<file path="src/wdt_pkg.sv">
// shared constants and carrier types for the watchdog interval timer
package wdt_pkg;

   localparam int PRESC_W = 12;
   localparam int COUNT_W = 8;

   // feed sequence bytes; any byte pair would serve
   localparam logic [7:0] FEED_FIRST  = 8'hA5;
   localparam logic [7:0] FEED_SECOND = 8'h5A;

   // tap k taken at prescaler bit TAP_BASE + k
   localparam logic [3:0] TAP_BASE = 4'h4;
   localparam logic [3:0] TAP_TOP  = 4'hB;

   // width of the system reset pulse in ref_clk cycles
   localparam logic [7:0] RST_HOLD_CYCLES = 8'h10;

   typedef enum logic [1:0] {
      WDT_SRC_PCLK = 2'h0,
      WDT_SRC_OSC  = 2'h1,
      WDT_SRC_XTAL = 2'h2
   } wdt_src_e;

   typedef enum logic [1:0] {
      WDT_FEED_IDLE = 2'h0,
      WDT_FEED_HALF = 2'h1,
      WDT_FEED_CTRL = 2'h3
   } wdt_feed_e;

   // contents of watchdog_control_register
   typedef struct packed {
      logic                     watchdog_reset_enable;
      wdt_src_e                 src;
      logic [2:0]               tap;
      logic [COUNT_W-1:0]       reload;
   } wdt_ctrl_s;

   localparam wdt_ctrl_s CTRL_RESET = '{
      watchdog_reset_enable : 1'b0,
      src                   : WDT_SRC_OSC,
      tap                   : 3'h7,
      reload                : 8'hFF
   };

   // software-side accesses, one write per cycle
   typedef struct packed {
      logic                     ctrl_wr;
      wdt_ctrl_s                ctrl_data;
      logic                     feed_wr;
      logic [7:0]               feed_data;
      logic                     other_wr;
   } wdt_access_s;

   typedef struct packed {
      logic [COUNT_W-1:0]       count;
      logic                     timeout_flag;
      logic                     irq;
      logic                     sys_reset;
      logic                     reset_mode;
   } wdt_status_s;

endpackage

</file>
<file path="src/wdt_top.sv">
// watchdog / interval timer: prescaler, down counter, feed checker, reset pulse
//
// Behaviour
// - watchdog mode underflow asserts system reset
// - 12-bit prescaler then 8-bit down counter
// - counter steps on selected prescaler tap pulse
// - source: pclk, 400 kHz oscillator, crystal
// - only power-on reset clears watchdog state
// - reset disabled: interval timer underflow interrupts
// - feed accepted only after both bytes
// - pclk source in power-down: idle, no reset
// - bad or incomplete feed resets in watchdog mode
// - control write must be followed by feed
// - reset enable one selects watchdog mode
`timescale 1ns/1ps
module wdt_top
   import wdt_pkg::*;
#(
   parameter logic [7:0] RST_HOLD = RST_HOLD_CYCLES
) (
   input  wire logic        ref_clk,
   input  wire logic        reset,
   input  wire logic        wdt_osc_clk,
   input  wire logic        xtal_clk,
   input  wire logic        power_down,
   input  wire wdt_access_s access,
   input  wire logic        irq_enable,
   input  wire logic        flag_clear,
   output wdt_status_s      status
);

   typedef struct packed {
      logic [PRESC_W-1:0]  presc;
      logic [COUNT_W-1:0]  count;
      wdt_feed_e           feed;
      wdt_ctrl_s           active;
      wdt_ctrl_s           pending;
      logic [2:0]          osc_sync;
      logic [2:0]          xtal_sync;
      logic                osc_lvl;
      logic                xtal_lvl;
      logic                flag;
      logic                irq;
      logic [7:0]          rst_cnt;
      logic                sys_reset;
   } wdt_state_s;

   wdt_state_s st;
   wdt_state_s next_st;

   logic [3:0]         tap_idx;
   logic [PRESC_W-1:0] tap_mask;
   logic               osc_new;
   logic               xtal_new;
   logic               src_tick;
   logic               frozen;
   logic               tap_pulse;
   logic               underflow;
   logic               feed_ok;
   logic               feed_bad;
   logic               fire;

   always_comb begin
      next_st = st;

      // only the second flop reads the first; levels move when 2nd and 3rd agree
      next_st.osc_sync  = {st.osc_sync[1:0], wdt_osc_clk};
      next_st.xtal_sync = {st.xtal_sync[1:0], xtal_clk};
      osc_new  = st.osc_lvl;
      xtal_new = st.xtal_lvl;
      if (st.osc_sync[1] == st.osc_sync[2]) begin
         osc_new = st.osc_sync[2];
      end
      if (st.xtal_sync[1] == st.xtal_sync[2]) begin
         xtal_new = st.xtal_sync[2];
      end
      next_st.osc_lvl  = osc_new;
      next_st.xtal_lvl = xtal_new;

      // pclk stops in power-down, so the whole chain stands still
      frozen = (st.active.src == WDT_SRC_PCLK) && power_down;

      unique case (st.active.src)
         WDT_SRC_PCLK: src_tick = 1'b1;
         WDT_SRC_OSC:  src_tick = osc_new && !st.osc_lvl;
         WDT_SRC_XTAL: src_tick = xtal_new && !st.xtal_lvl;
         default:      src_tick = 1'b0;
      endcase
      src_tick = src_tick && !frozen;

      // tap k fires when the prescaler bits up to TAP_BASE+k roll over
      tap_idx   = TAP_BASE + {1'b0, st.active.tap};
      tap_mask  = {PRESC_W{1'b1}} >> (TAP_TOP - tap_idx);
      tap_pulse = src_tick && ((st.presc & tap_mask) == tap_mask);
      underflow = tap_pulse && (st.count == '0);

      // feed sequence checker
      feed_ok  = 1'b0;
      feed_bad = 1'b0;
      unique case (st.feed)
         WDT_FEED_IDLE: begin
            if (access.feed_wr) begin
               if (access.feed_data == FEED_FIRST) begin
                  next_st.feed = WDT_FEED_HALF;
               end else begin
                  feed_bad = 1'b1;
               end
            end
         end
         WDT_FEED_HALF: begin
            if (access.feed_wr) begin
               next_st.feed = WDT_FEED_IDLE;
               if (access.feed_data == FEED_SECOND) begin
                  feed_ok = 1'b1;
               end else begin
                  feed_bad = 1'b1;
               end
            end else if (access.ctrl_wr || access.other_wr) begin
               next_st.feed = WDT_FEED_IDLE;
               feed_bad     = 1'b1;
            end
         end
         WDT_FEED_CTRL: begin
            // the very next access after a control write must open a feed
            if (access.feed_wr && access.feed_data == FEED_FIRST) begin
               next_st.feed = WDT_FEED_HALF;
            end else if (access.feed_wr || access.ctrl_wr || access.other_wr) begin
               next_st.feed = WDT_FEED_IDLE;
               feed_bad     = 1'b1;
            end
         end
         default: begin
            next_st.feed = WDT_FEED_IDLE;
         end
      endcase

      // a control write overrides the checker's next state; a feed_bad it raised still stands
      if (access.ctrl_wr && st.feed != WDT_FEED_HALF) begin
         next_st.pending = access.ctrl_data;
         next_st.feed    = WDT_FEED_CTRL;
      end else if (access.ctrl_wr) begin
         next_st.pending = access.ctrl_data;
         next_st.feed    = WDT_FEED_CTRL;
      end

      // 12-bit prescaler into 8-bit down counter
      if (src_tick) begin
         next_st.presc = st.presc + 12'h001;
      end
      if (tap_pulse) begin
         next_st.count = st.count - 8'h01;
      end
      if (underflow) begin
         next_st.count = st.active.reload;
      end

      // new settings take effect with the feed that confirms them
      if (feed_ok) begin
         next_st.active = st.pending;
         next_st.presc  = '0;
         next_st.count  = st.pending.reload;
      end

      // reset mode only with the enable bit at one
      fire = st.active.watchdog_reset_enable && !frozen
             && (underflow || feed_bad);

      // interval timer flag; a new underflow wins over a clear
      if (flag_clear) begin
         next_st.flag = 1'b0;
      end
      if (underflow && !st.active.watchdog_reset_enable) begin
         next_st.flag = 1'b1;
      end
      next_st.irq = next_st.flag && irq_enable;

      // stretched reset pulse towards the rest of the chip
      if (fire) begin
         next_st.rst_cnt   = RST_HOLD;
         next_st.sys_reset = 1'b1;
      end else if (st.rst_cnt != 8'h00) begin
         next_st.rst_cnt   = st.rst_cnt - 8'h01;
         next_st.sys_reset = (st.rst_cnt != 8'h01);
      end else begin
         next_st.sys_reset = 1'b0;
      end
   end

   // reset here is power-on only; the pulse we issue never clears our own state
   always_ff @(posedge ref_clk) begin
      if (reset) begin
         st.presc     <= '0;
         st.count     <= CTRL_RESET.reload;
         st.feed      <= WDT_FEED_IDLE;
         st.active    <= CTRL_RESET;
         st.pending   <= CTRL_RESET;
         st.osc_sync  <= 3'h0;
         st.xtal_sync <= 3'h0;
         st.osc_lvl   <= 1'b0;
         st.xtal_lvl  <= 1'b0;
         st.flag      <= 1'b0;
         st.irq       <= 1'b0;
         st.rst_cnt   <= 8'h00;
         st.sys_reset <= 1'b0;
      end else begin
         st <= next_st;
      end
   end

   assign status.count        = st.count;
   assign status.timeout_flag = st.flag;
   assign status.irq          = st.irq;
   assign status.sys_reset    = st.sys_reset;
   assign status.reset_mode   = st.active.watchdog_reset_enable;

endmodule // wdt_top

</file>
<file path="config.mk">
export PLATFORM = sky130hd
export DESIGN_NAME = wdt_top
export DESIGN_NICKNAME = d
export VERILOG_FILES = /design/src/wdt_pkg.sv /design/src/wdt_top.sv
export SDC_FILE = /design/constraint.sdc
export NUM_CORES = 1
export LEC_CHECK = 0
export BUFFER_PORTS_ARGS = -buffer_cell sky130_fd_sc_hd__buf_2
export CAP_MARGIN = 20
export CORE_ASPECT_RATIO = 1.25
export CORE_MARGIN = 10
export CORE_UTILIZATION = 57
export DETAILED_ROUTE_END_ITERATION = 10
export GPL_TIMING_DRIVEN = 0
export HOLD_SLACK_MARGIN = 0.08
export PLACE_DENSITY = 0.78
export RECOVER_POWER = 50
export SETUP_SLACK_MARGIN = 0.4
export SYNTH_ARGS = -nofsm -noshare
export SYNTH_HDL_FRONTEND = slang
export SYNTH_SLANG_ARGS = --single-unit
</file>
<file path="constraint.sdc">
create_clock -name ref_clk -period 2.7 [get_ports ref_clk]
set_input_delay 0.54 -clock ref_clk [delete_from_list [all_inputs] [get_ports ref_clk]]
set_output_delay 0.54 -clock ref_clk [all_outputs]
set_load 0.05 [all_outputs]
</file>
# Word level (Yosys, flattened, before mapping)
# Index checks and enable logic that the tools add are counted.
# op_classes
n_addsub	5
eq_ne	15
shifts	1
muxes	33
bitwise	1
n_reduce_logical	30
# op_table
cell	n
2-to-1 mux 14 bit	2
2-to-1 mux 8 bit	3
2-to-1 mux 2 bit	8
subtractor 8 x 1 -> 8 bit, second input constant	2
2-to-1 mux 1 bit	15
adder 12 x 1 -> 12 bit, second input constant	1
AND 12 bit	1
== test 12 bit	1
logical AND 1 bit	12
>> shifter 12 x 4 -> 12 bit, first input constant	1
inequality test 5 bit, second input constant	2
== test 8 x 7 -> 1 bit, second input constant	1
== test 8 bit, second input constant	1
zero test 8 bit	1
inequality test 4 bit, second input constant	2
inequality test 8 x 1 -> 1 bit, second input constant	1
nonzero test 8 bit	1
2-to-1 mux 6 bit	1
case mux 1 bit (3 select lines)	2
case mux 2 bit (3 select lines)	1
2-to-1 mux 5 bit	1
adder 3 x 3 -> 4 bit, first input constant	1
== test 2 x 1 -> 1 bit, second input constant	2
== test 2 bit, second input constant	2
other kinds (10)	20
# totals
regBits	69
input_bits	32
out_inout_bits	12
word_cells	105

# Logic depth before layout (Yosys ltp)
# Gate-level depths: netlist of run 1.
# depth
depth_word	10
depth_mapped	8

# Least setup slack after synthesis of run 1
# Ideal clock, no wire load.
# synth_timing
path_kind	input to register
start	in power_down
end	reg st (netlist bit status[2])
arrival_ns	1.972
required_time_ns	2.621
path_slack_ns	0.649
stages	7
path_buffers	1
cell_sequence	nor3b_1 a221oi_4 and3_1 buf_4 nand2_4 or3_1 a211oi_2
# synth_via
elab_chain_len	8
# synth_lines
item	line_no	source
start: declaration	wdt_top.sv:25	input wire logic power_down,
logical AND 1 bit	wdt_top.sv:81	frozen = (st.active.src == WDT_SRC_PCLK) && power_down;
zero test 1 bit	wdt_top.sv:89	src_tick = src_tick && !frozen;
logical AND 1 bit	wdt_top.sv:89	
logical AND 1 bit	wdt_top.sv:94	tap_pulse = src_tick && ((st.presc & tap_mask) == tap_mask);
logical AND 1 bit	wdt_top.sv:95	underflow = tap_pulse && (st.count == '0);
logical AND 1 bit	wdt_top.sv:172	if (underflow && !st.active.watchdog_reset_enable) begin
2-to-1 mux 1 bit	wdt_top.sv:172	
logical AND 1 bit	wdt_top.sv:175	next_st.irq = next_st.flag && irq_enable;
end signal: assignment	wdt_top.sv:206	st <= next_st;
end: declaration	wdt_top.sv:48	wdt_state_s st;
# No other way between the ends.
# A chain may end at the register's enable or synchronous reset.

# Worst setup path after layout of run 1
# layout_timing
start	reg st (netlist bit next_st[15])
end	reg st (netlist bit status[2])
# layout_via
elab_chain_len	10
# layout_lines
item	line_no	source
== test 1 bit	wdt_top.sv:74	if (st.xtal_sync[1] == st.xtal_sync[2]) begin
2-to-1 mux 1 bit	wdt_top.sv:74	
logical AND 1 bit	wdt_top.sv:86	WDT_SRC_XTAL: src_tick = xtal_new && !st.xtal_lvl;
case mux 1 bit (3 select lines)	wdt_top.sv:83	unique case (st.active.src)
logical AND 1 bit	wdt_top.sv:89	
logical AND 1 bit	wdt_top.sv:94	
logical AND 1 bit	wdt_top.sv:95	
logical AND 1 bit	wdt_top.sv:172	
2-to-1 mux 1 bit	wdt_top.sv:172	
logical AND 1 bit	wdt_top.sv:175	
# No other way between the ends.

==> flow_metrics.py, run 1 <==
metrics = {
    "run_status": {
        "status": "finished, final reports clean",
    },
    "floorplanning": {
        "core.rowCount": 30,
        "initial_core_util_pct": 59.45,
        "die_area_um2": 9159,
        "fp.dieW_um": 87.62,
        "io_pins": 44,
        "die_h_um": 104.5,
        "coreArea_um2": 5480,
    },
    "cts": {
        "cts_tree": "yes",
        "cts_sinks": 69,
        "cts_buffers": 9,
        "cts_root_buffer": "clkbuf_8",
        "holdBufCountCts": 0,
        "clk_path_buf_depth": 2,
        "htreeDepth": 3,
        "cts.clk_slew.worst_paths_ns": 0.08,
        "clock_latency_ns": 0.35,
    },
    "routing": {
        "wl_per_cell_um": 14.53,
        "drc": 0,
        "initialDrtViolationCount": 114,
        "postRouteAntennaNets": 0,
        "via_count": 2753,
        "first_pass_iters": 4,
        "routed_wl_um": 7221,
        "routed_via_density": 5.539,
    },
    "worst_setup_path": {
        "arrival_ns": 2.54,
        "crit_path_max_fanout": 8,
        "cpMaxStageDelayCell": "a221oi_1",
        "cp.required_ns": 2.98,
        "rrSetupSlack_ns": 0.44,
        "cp-start-kind": "flip-flop",
        "path_depth": 7,
        "worst_path_largest_cell_delay_ns": 0.52,
        "reg2reg_to": "status[2]$_SDFF_PP0_",
        "crit_family": "simple AND/OR/NAND/NOR gates",
        "r2r_cells": 7,
        "critPathCaptureType": "flip-flop",
        "worstReg2RegStart": "next_st[15]$_SDFF_PP0_",
        "cp_cell_sequence": "nand4bb_4, a221oi_1, and3_1, buf_4, nand2_4, or3_1, a211oi_2",
        "crit_buf_inv": 1,
        "worstSetupPathType": "flip-flop to flip-flop",
    },
    "layout": {
        "fin_cells": 497,
        "nNetsFinal": 469,
        "area_delta_synth_final_pct": 13.44,
        "n_fill_cell": 450,
        "multi_input_area_um2": 1667,
        "final_common_cell": "dfxtp_1",
        "antenna_cells_inserted": 0,
        "seq_area_um2": 1381,
        "final_cell_mix": "dfxtp_1, nand2_1, nor2_1",
        "layout-drive-gt1-share_pct": 16.17,
    },
    "placed_design": {
        "hpwl_um": 5237,
        "pre_cts_ws_ns": 0.1136,
        "portBuffers": 41,
        "place_congestion": 0.8425,
        "placed_cells": 480,
    },
    "synthesis": {
        "yosysSeqAreaShare_pct": 42.40,
        "synth-edff-count": 0,
        "netlist_area_um2": 3258,
        "synth_seq_cells": 69,
        "syn-num-nets": 416,
        "ys_types": 48,
        "synth-main-ff-cell": "dfxtp_1",
        "synth_area_per_cell_um2": 8.688,
        "async_reset_ff_share_pct": 0,
        "yosysWarningCount": 0,
        "synthCells": 375,
    },
    "timing": {
        "max_slew_margin_pct": 49.03,
        "tightest_slew_ns": 0.7645,
        "fmax_ghz": 0.4429,
        "fin_crit_sh_pct": 83.63,
        "fin_crit_ns": 2.258,
        "finalSetupViolCount": 0,
        "rsz0062_at_grt": "no",
        "finalHoldViolCount": 0,
        "finClkSkew_ns": 0.007552,
        "slew_violations": 0,
        "fin_ws_ns": 0.4420,
        "finalSetupTns_ns": 0,
    },
    "run": {
        "max-cap-violations": 0,
    },
    "grt": {
        "antenna_found_initial": 0,
        "grt_pass1_vias": 2790,
        "grt_max_degree": 14,
        "globalRouteTotalUtil_pct": 16.33,
        "grt_overflow": 0,
        "grt_pass1_wl_um": 12450,
    },
    "pwr": {
        "p_seq_share_pct": 49.0,
        "peakVddDrop_v": 0.0003641,
        "power.share.clock_pct": 32.6,
        "intPower_w": 0.001613,
        "power_switching_w": 0.0007192,
        "swShare_pct": 30.83,
        "power_density_nw_per_um2": 631.1,
        "combPwrFrac_pct": 18.4,
        "leakage_nw": 1.542,
    },
    "min_path": {
        "hold_start": "wdt_osc_clk",
        "hold-path-cell-count": 2,
        "hold_path.class": "input pin to flip-flop",
        "hold_path_end": "next_st[17]$_SDFF_PP0_",
    },
}
area by class of cell:
| cell class | count | area share, % |
|---|---|---|
| Multi-Input combinational cell | 268 | 45.09 |
| Tap cell | 64 | 2.167 |
| Timing Repair Buffer | 42 | 5.349 |
| Clock buffer | 9 | 3.351 |
| Sequential cell | 69 | 37.37 |
| Inverter | 10 | 1.016 |
| Clock inverter | 7 | 1.388 |
| Buffer | 28 | 4.265 |
state kept, by name, summed over array words and instances (netlist names):
signal / flops
next_st: 4
status: 12
st: 53
cells by family after synthesis:
group	synth area share, %
simple gates	24.23
flops	42.40
compound gates	14.40
buf+inv	5.914
mux	5.568
xor+xnor	4.032
fa+ha+maj	3.456
cells in the mapped netlist (all sizes together) (4+ instances only):
| cell type | count | area (um2) |
|---|---|---|
| and3 | 4 | 25.02 |
| nor3 | 13 | 65.06 |
| a31oi | 7 | 43.79 |
| nand3 | 5 | 25.02 |
| nand4 | 7 | 43.79 |
| nor4 | 4 | 25.02 |
| o21ai | 13 | 65.06 |
| nor2b | 7 | 43.79 |
| inv | 10 | 37.54 |
| xor2 | 9 | 78.83 |
| nor2 | 45 | 168.9 |
| dfxtp | 69 | 1381 |
| mux2i | 17 | 170.2 |
| clkbuf | 13 | 48.80 |
| nand2 | 49 | 191.4 |
| ha | 9 | 112.6 |
| xnor2 | 6 | 52.55 |
| nand2b | 5 | 31.28 |
| or3 | 7 | 43.79 |
| buf | 15 | 106.3 |
| a211oi | 5 | 42.54 |
| a21oi | 22 | 110.1 |
power by group through the flow:
stage                     Combinational [W]  Sequential, W  Clock, W
after floorplan                    0.000347        0.00115         0
final                              0.000429        0.00114  0.000761
after global routing               0.000488        0.00115  0.000807
after CTS                          0.000438        0.00114  0.000767
after global placement             0.000424        0.00116         0
after detailed placement           0.000433        0.00117         0
worst register-to-register path, stage by stage (launching register included):
cell and delay (ns):
dfxtp_1 0.42, nand4bb_4 0.12, a221oi_1 0.52, and3_1 0.23, buf_4 0.17, nand2_4 0.09, or3_1 0.42, a211oi_2 0.22
per-layer routing:
layer,wire length (um),vias to the layer above,track usage [%],part of all wire [%]
met5,0,-,0,0
met4,166,0,8.676,2.3
met3,320,14,3.186,4.4
met2,3547,68,26.24,49
met1,3186,1265,19.76,44
li1,-,1406,-,-
through the flow:
stage / hold WS, ns / util, % / instance area [um2] / total power [W]
6_report: 0.3922 / 67.44 / 3696 / 0.002333
3_5_place_dp: 0.4320 / 64.66 / 3543 / 0.001600
4_1_cts: 0.3889 / 67.85 / 3719 / 0.002349
3_3_place_gp: 0.4191 / 64.66 / 3543 / 0.001588
5_1_grt: 0.4033 / 67.44 / 3696 / 0.002448
2_1_floorplan: 0.4138 / - / 3258 / 0.001502
how the worst max path moves through the flow:
stage	start	to	slack (ns)
4_1_cts	access[6]	st[45]$_SDFFE_PP0P_	0.49
6_report	next_st[15]$_SDFF_PP0_	status[2]$_SDFF_PP0_	0.44
3_3_place_gp	access[6]	st[45]$_SDFFE_PP0P_	0.16
5_1_grt	next_st[15]$_SDFF_PP0_	status[8]$_SDFFE_PP1P_	0.24
3_5_place_dp	access[6]	st[45]$_SDFFE_PP0P_	0.11
2_1_floorplan	power_down	status[2]$_SDFF_PP0_	0.65
timing repair:
action | in CTS | in global routing
resized for setup | 0 | 3
buffers inserted | 0 | 1
endpoints found under the setup margin | 0 | 23
Note: power is estimated with default switching activity, not from simulation.
==> run 2: changes to the inputs <==
==> constraint.sdc (replaced) <==
create_clock -name ref_clk -period 2.1 [get_ports ref_clk]
set_input_delay 0.42 -clock ref_clk [delete_from_list [all_inputs] [get_ports ref_clk]]
set_output_delay 0.42 -clock ref_clk [all_outputs]
set_load 0.05 [all_outputs]
==> flow_metrics.py, run 2 (synthesis results as in run 1) <==
metrics = {
    "layout": {
        "final_common_cell": "dfxtp_1",
        "largest_register": "st",
        "final_cell_mix": "dfxtp_1, nand2_1, nor2_1",
        "final_area_um2": 4109,
        "fin_cells": 514,
        "antenna_cells_inserted": 0,
        "largest_register_ffs": 53,
        "nNetsFinal": 486,
        "area_delta_synth_final_pct": 26.11,
        "layout-drive-gt1-share_pct": 27.78,
    },
    "routing": {
        "first_pass_iters": 5,
        "drc": 0,
        "initialDrtViolationCount": 199,
        "wl_per_cell_um": 15.88,
        "routed_via_density": 5.588,
        "routed_wl_um": 8163,
        "via_count": 2872,
        "postRouteAntennaNets": 0,
    },
    "timing": {
        "fmax_ghz": 0.5142,
        "rsz0062_at_grt": "yes",
        "finalHoldViolCount": 0,
        "finClkSkew_ns": 0.01039,
        "max_slew_margin_pct": 56.17,
        "finalSetupTns_ns": 0,
        "tightest_slew_ns": 0.6575,
        "hold_ws_ns": 0.2767,
        "fin_crit_sh_pct": 92.60,
        "fin_crit_ns": 1.945,
        "slew_violations": 0,
        "finalSetupViolCount": 0,
    },
    "worst_setup_path": {
        "crit_path_max_fanout": 7,
        "worst_path_largest_cell_delay_ns": 0.45,
        "arrival_ns": 2.22,
        "cp.required_ns": 2.38,
        "cp_cell_sequence": "and3_1, a211oi_1, a311oi_2, buf_4, nand2_8, or3_4, a211oi_2",
        "critPathCaptureType": "flip-flop",
        "cpMaxStageDelayCell": "dfxtp_1",
        "cp-start-kind": "flip-flop",
        "worstSetupPathType": "flip-flop to flip-flop",
    },
    "run_status": {
        "status": "finished, final reports clean",
    },
    "pwr": {
        "peakVddDrop_v": 0.0005160,
        "power_density_nw_per_um2": 806.0,
        "total_power_w": 0.003312,
        "leakage_nw": 1.683,
    },
    "cts": {
        "cts_buffers": 9,
        "holdBufCountCts": 0,
        "cts_tree": "yes",
        "clock_latency_ns": 0.35,
        "clk_path_buf_depth": 2,
        "cts_root_buffer": "clkbuf_8",
        "cts_sinks": 69,
        "htreeDepth": 3,
        "cts.clk_slew.worst_paths_ns": 0.08,
    },
    "placed_design": {
        "placed_cells": 480,
        "portBuffers": 41,
        "placedInstanceArea_um2": 3565,
        "place_congestion": 0.8560,
        "hpwl_um": 5311,
    },
    "grt": {
        "grt_overflow": 0,
        "antenna_found_initial": 0,
        "grt_pass1_wl_um": 13120,
        "grt_max_degree": 13,
        "grt_pass1_vias": 2807,
        "globalRouteTotalUtil_pct": 17.45,
    },
    "floorplanning": {
        "die_h_um": 104.5,
        "die_area_um2": 9159,
        "core.rowCount": 30,
        "coreArea_um2": 5480,
        "initial_core_util_pct": 59.45,
        "fp.dieW_um": 87.62,
        "io_pins": 44,
    },
    "run": {
        "max-cap-violations": 0,
    },
    "min_path": {
        "hold_path.class": "input pin to flip-flop",
    },
}
[run 2: cell count changes in the layout (fill, tap and decap cells not counted), moves of 3 or more]
cell | before | now
dfxtp_2 | 0 | 4
nor3_1 | 13 | 10
nand2_1 | 48 | 44
clkbuf_1 | 24 | 19
nor2_2 | 0 | 3
nor3_2 | 0 | 3
nor2_1 | 45 | 42
buf_6 | 0 | 8
buf_4 | 14 | 23
dfxtp_1 | 69 | 63
nand2_2 | 0 | 4
[run 2: repair_timing]
item / 4_1_cts / 5_1_grt
gates cloned: 1 / 0
resized for setup: 35 / 27
pin swaps: 17 / 8
setup endpoints to repair: 31 / 47
setup buffers: 13 / 4
[run 2: worst max-delay path: cells and delay by family (launching register included)]
family / cells / cell delay, ns
AOI/OAI and AO/OA: 3 / 0.50
buffers and inverters: 1 / 0.19
DFF: 1 / 0.45
and+or+nand+nor: 3 / 0.72
[run 2: cell type report]
type	count	area [um2]
Clock inverter	6	86.33
Sequential cell	69	1394
Tap cell	64	80.08
Buffer	28	181.4
Inverter	10	40.04
Multi-Input combinational cell	268	1826
Fill cell	373	1371
Clock buffer	10	137.6
Timing Repair Buffer	59	364.1
[run 2: power breakdown]
part	switching (W)	leakage (nW)	internal, W	total (W)
clock	0.000516	0.112	0.000698	0.00121
sequential	0.0000751	0.563	0.00140	0.00147
combinational	0.000349	1.01	0.000274	0.000623
total	0.000941	1.68	0.00237	0.00331
[run 2: worst paths after layout]
kind | endpoint | cells past startpoint | slack, ns | start
min | st[26]$_SDFFE_PP1P_ | 3 | 0.28 | access[17]
max reg2reg | status[2]$_SDFF_PP0_ | 7 | 0.16 | st[62]$_SDFFE_PP0P_
min reg2reg | next_st[18]$_SDFF_PP0_ | 1 | 0.45 | next_st[17]$_SDFF_PP0_
max | status[2]$_SDFF_PP0_ | 7 | 0.16 | st[62]$_SDFFE_PP0P_
[run 2: metal layers]
layer	vias up	part of all wire (%)	track usage, %
li1	1442	-	-
met1	1328	43	20.72
met2	79	50	28.16
met3	23	4.3	5.128
met4	0	2.4	7.420
met5	-	0	0
[run 2: stage by stage]
step | utilization (%) | setup slack, ns
2_1_floorplan | - | 0.1319
3_3_place_gp | 65.05 | -0.1107
3_5_place_dp | 65.05 | -0.1273
4_1_cts | 73.36 | 0.1784
5_1_grt | 74.98 | 0.06292
6_report | 74.98 | 0.1554
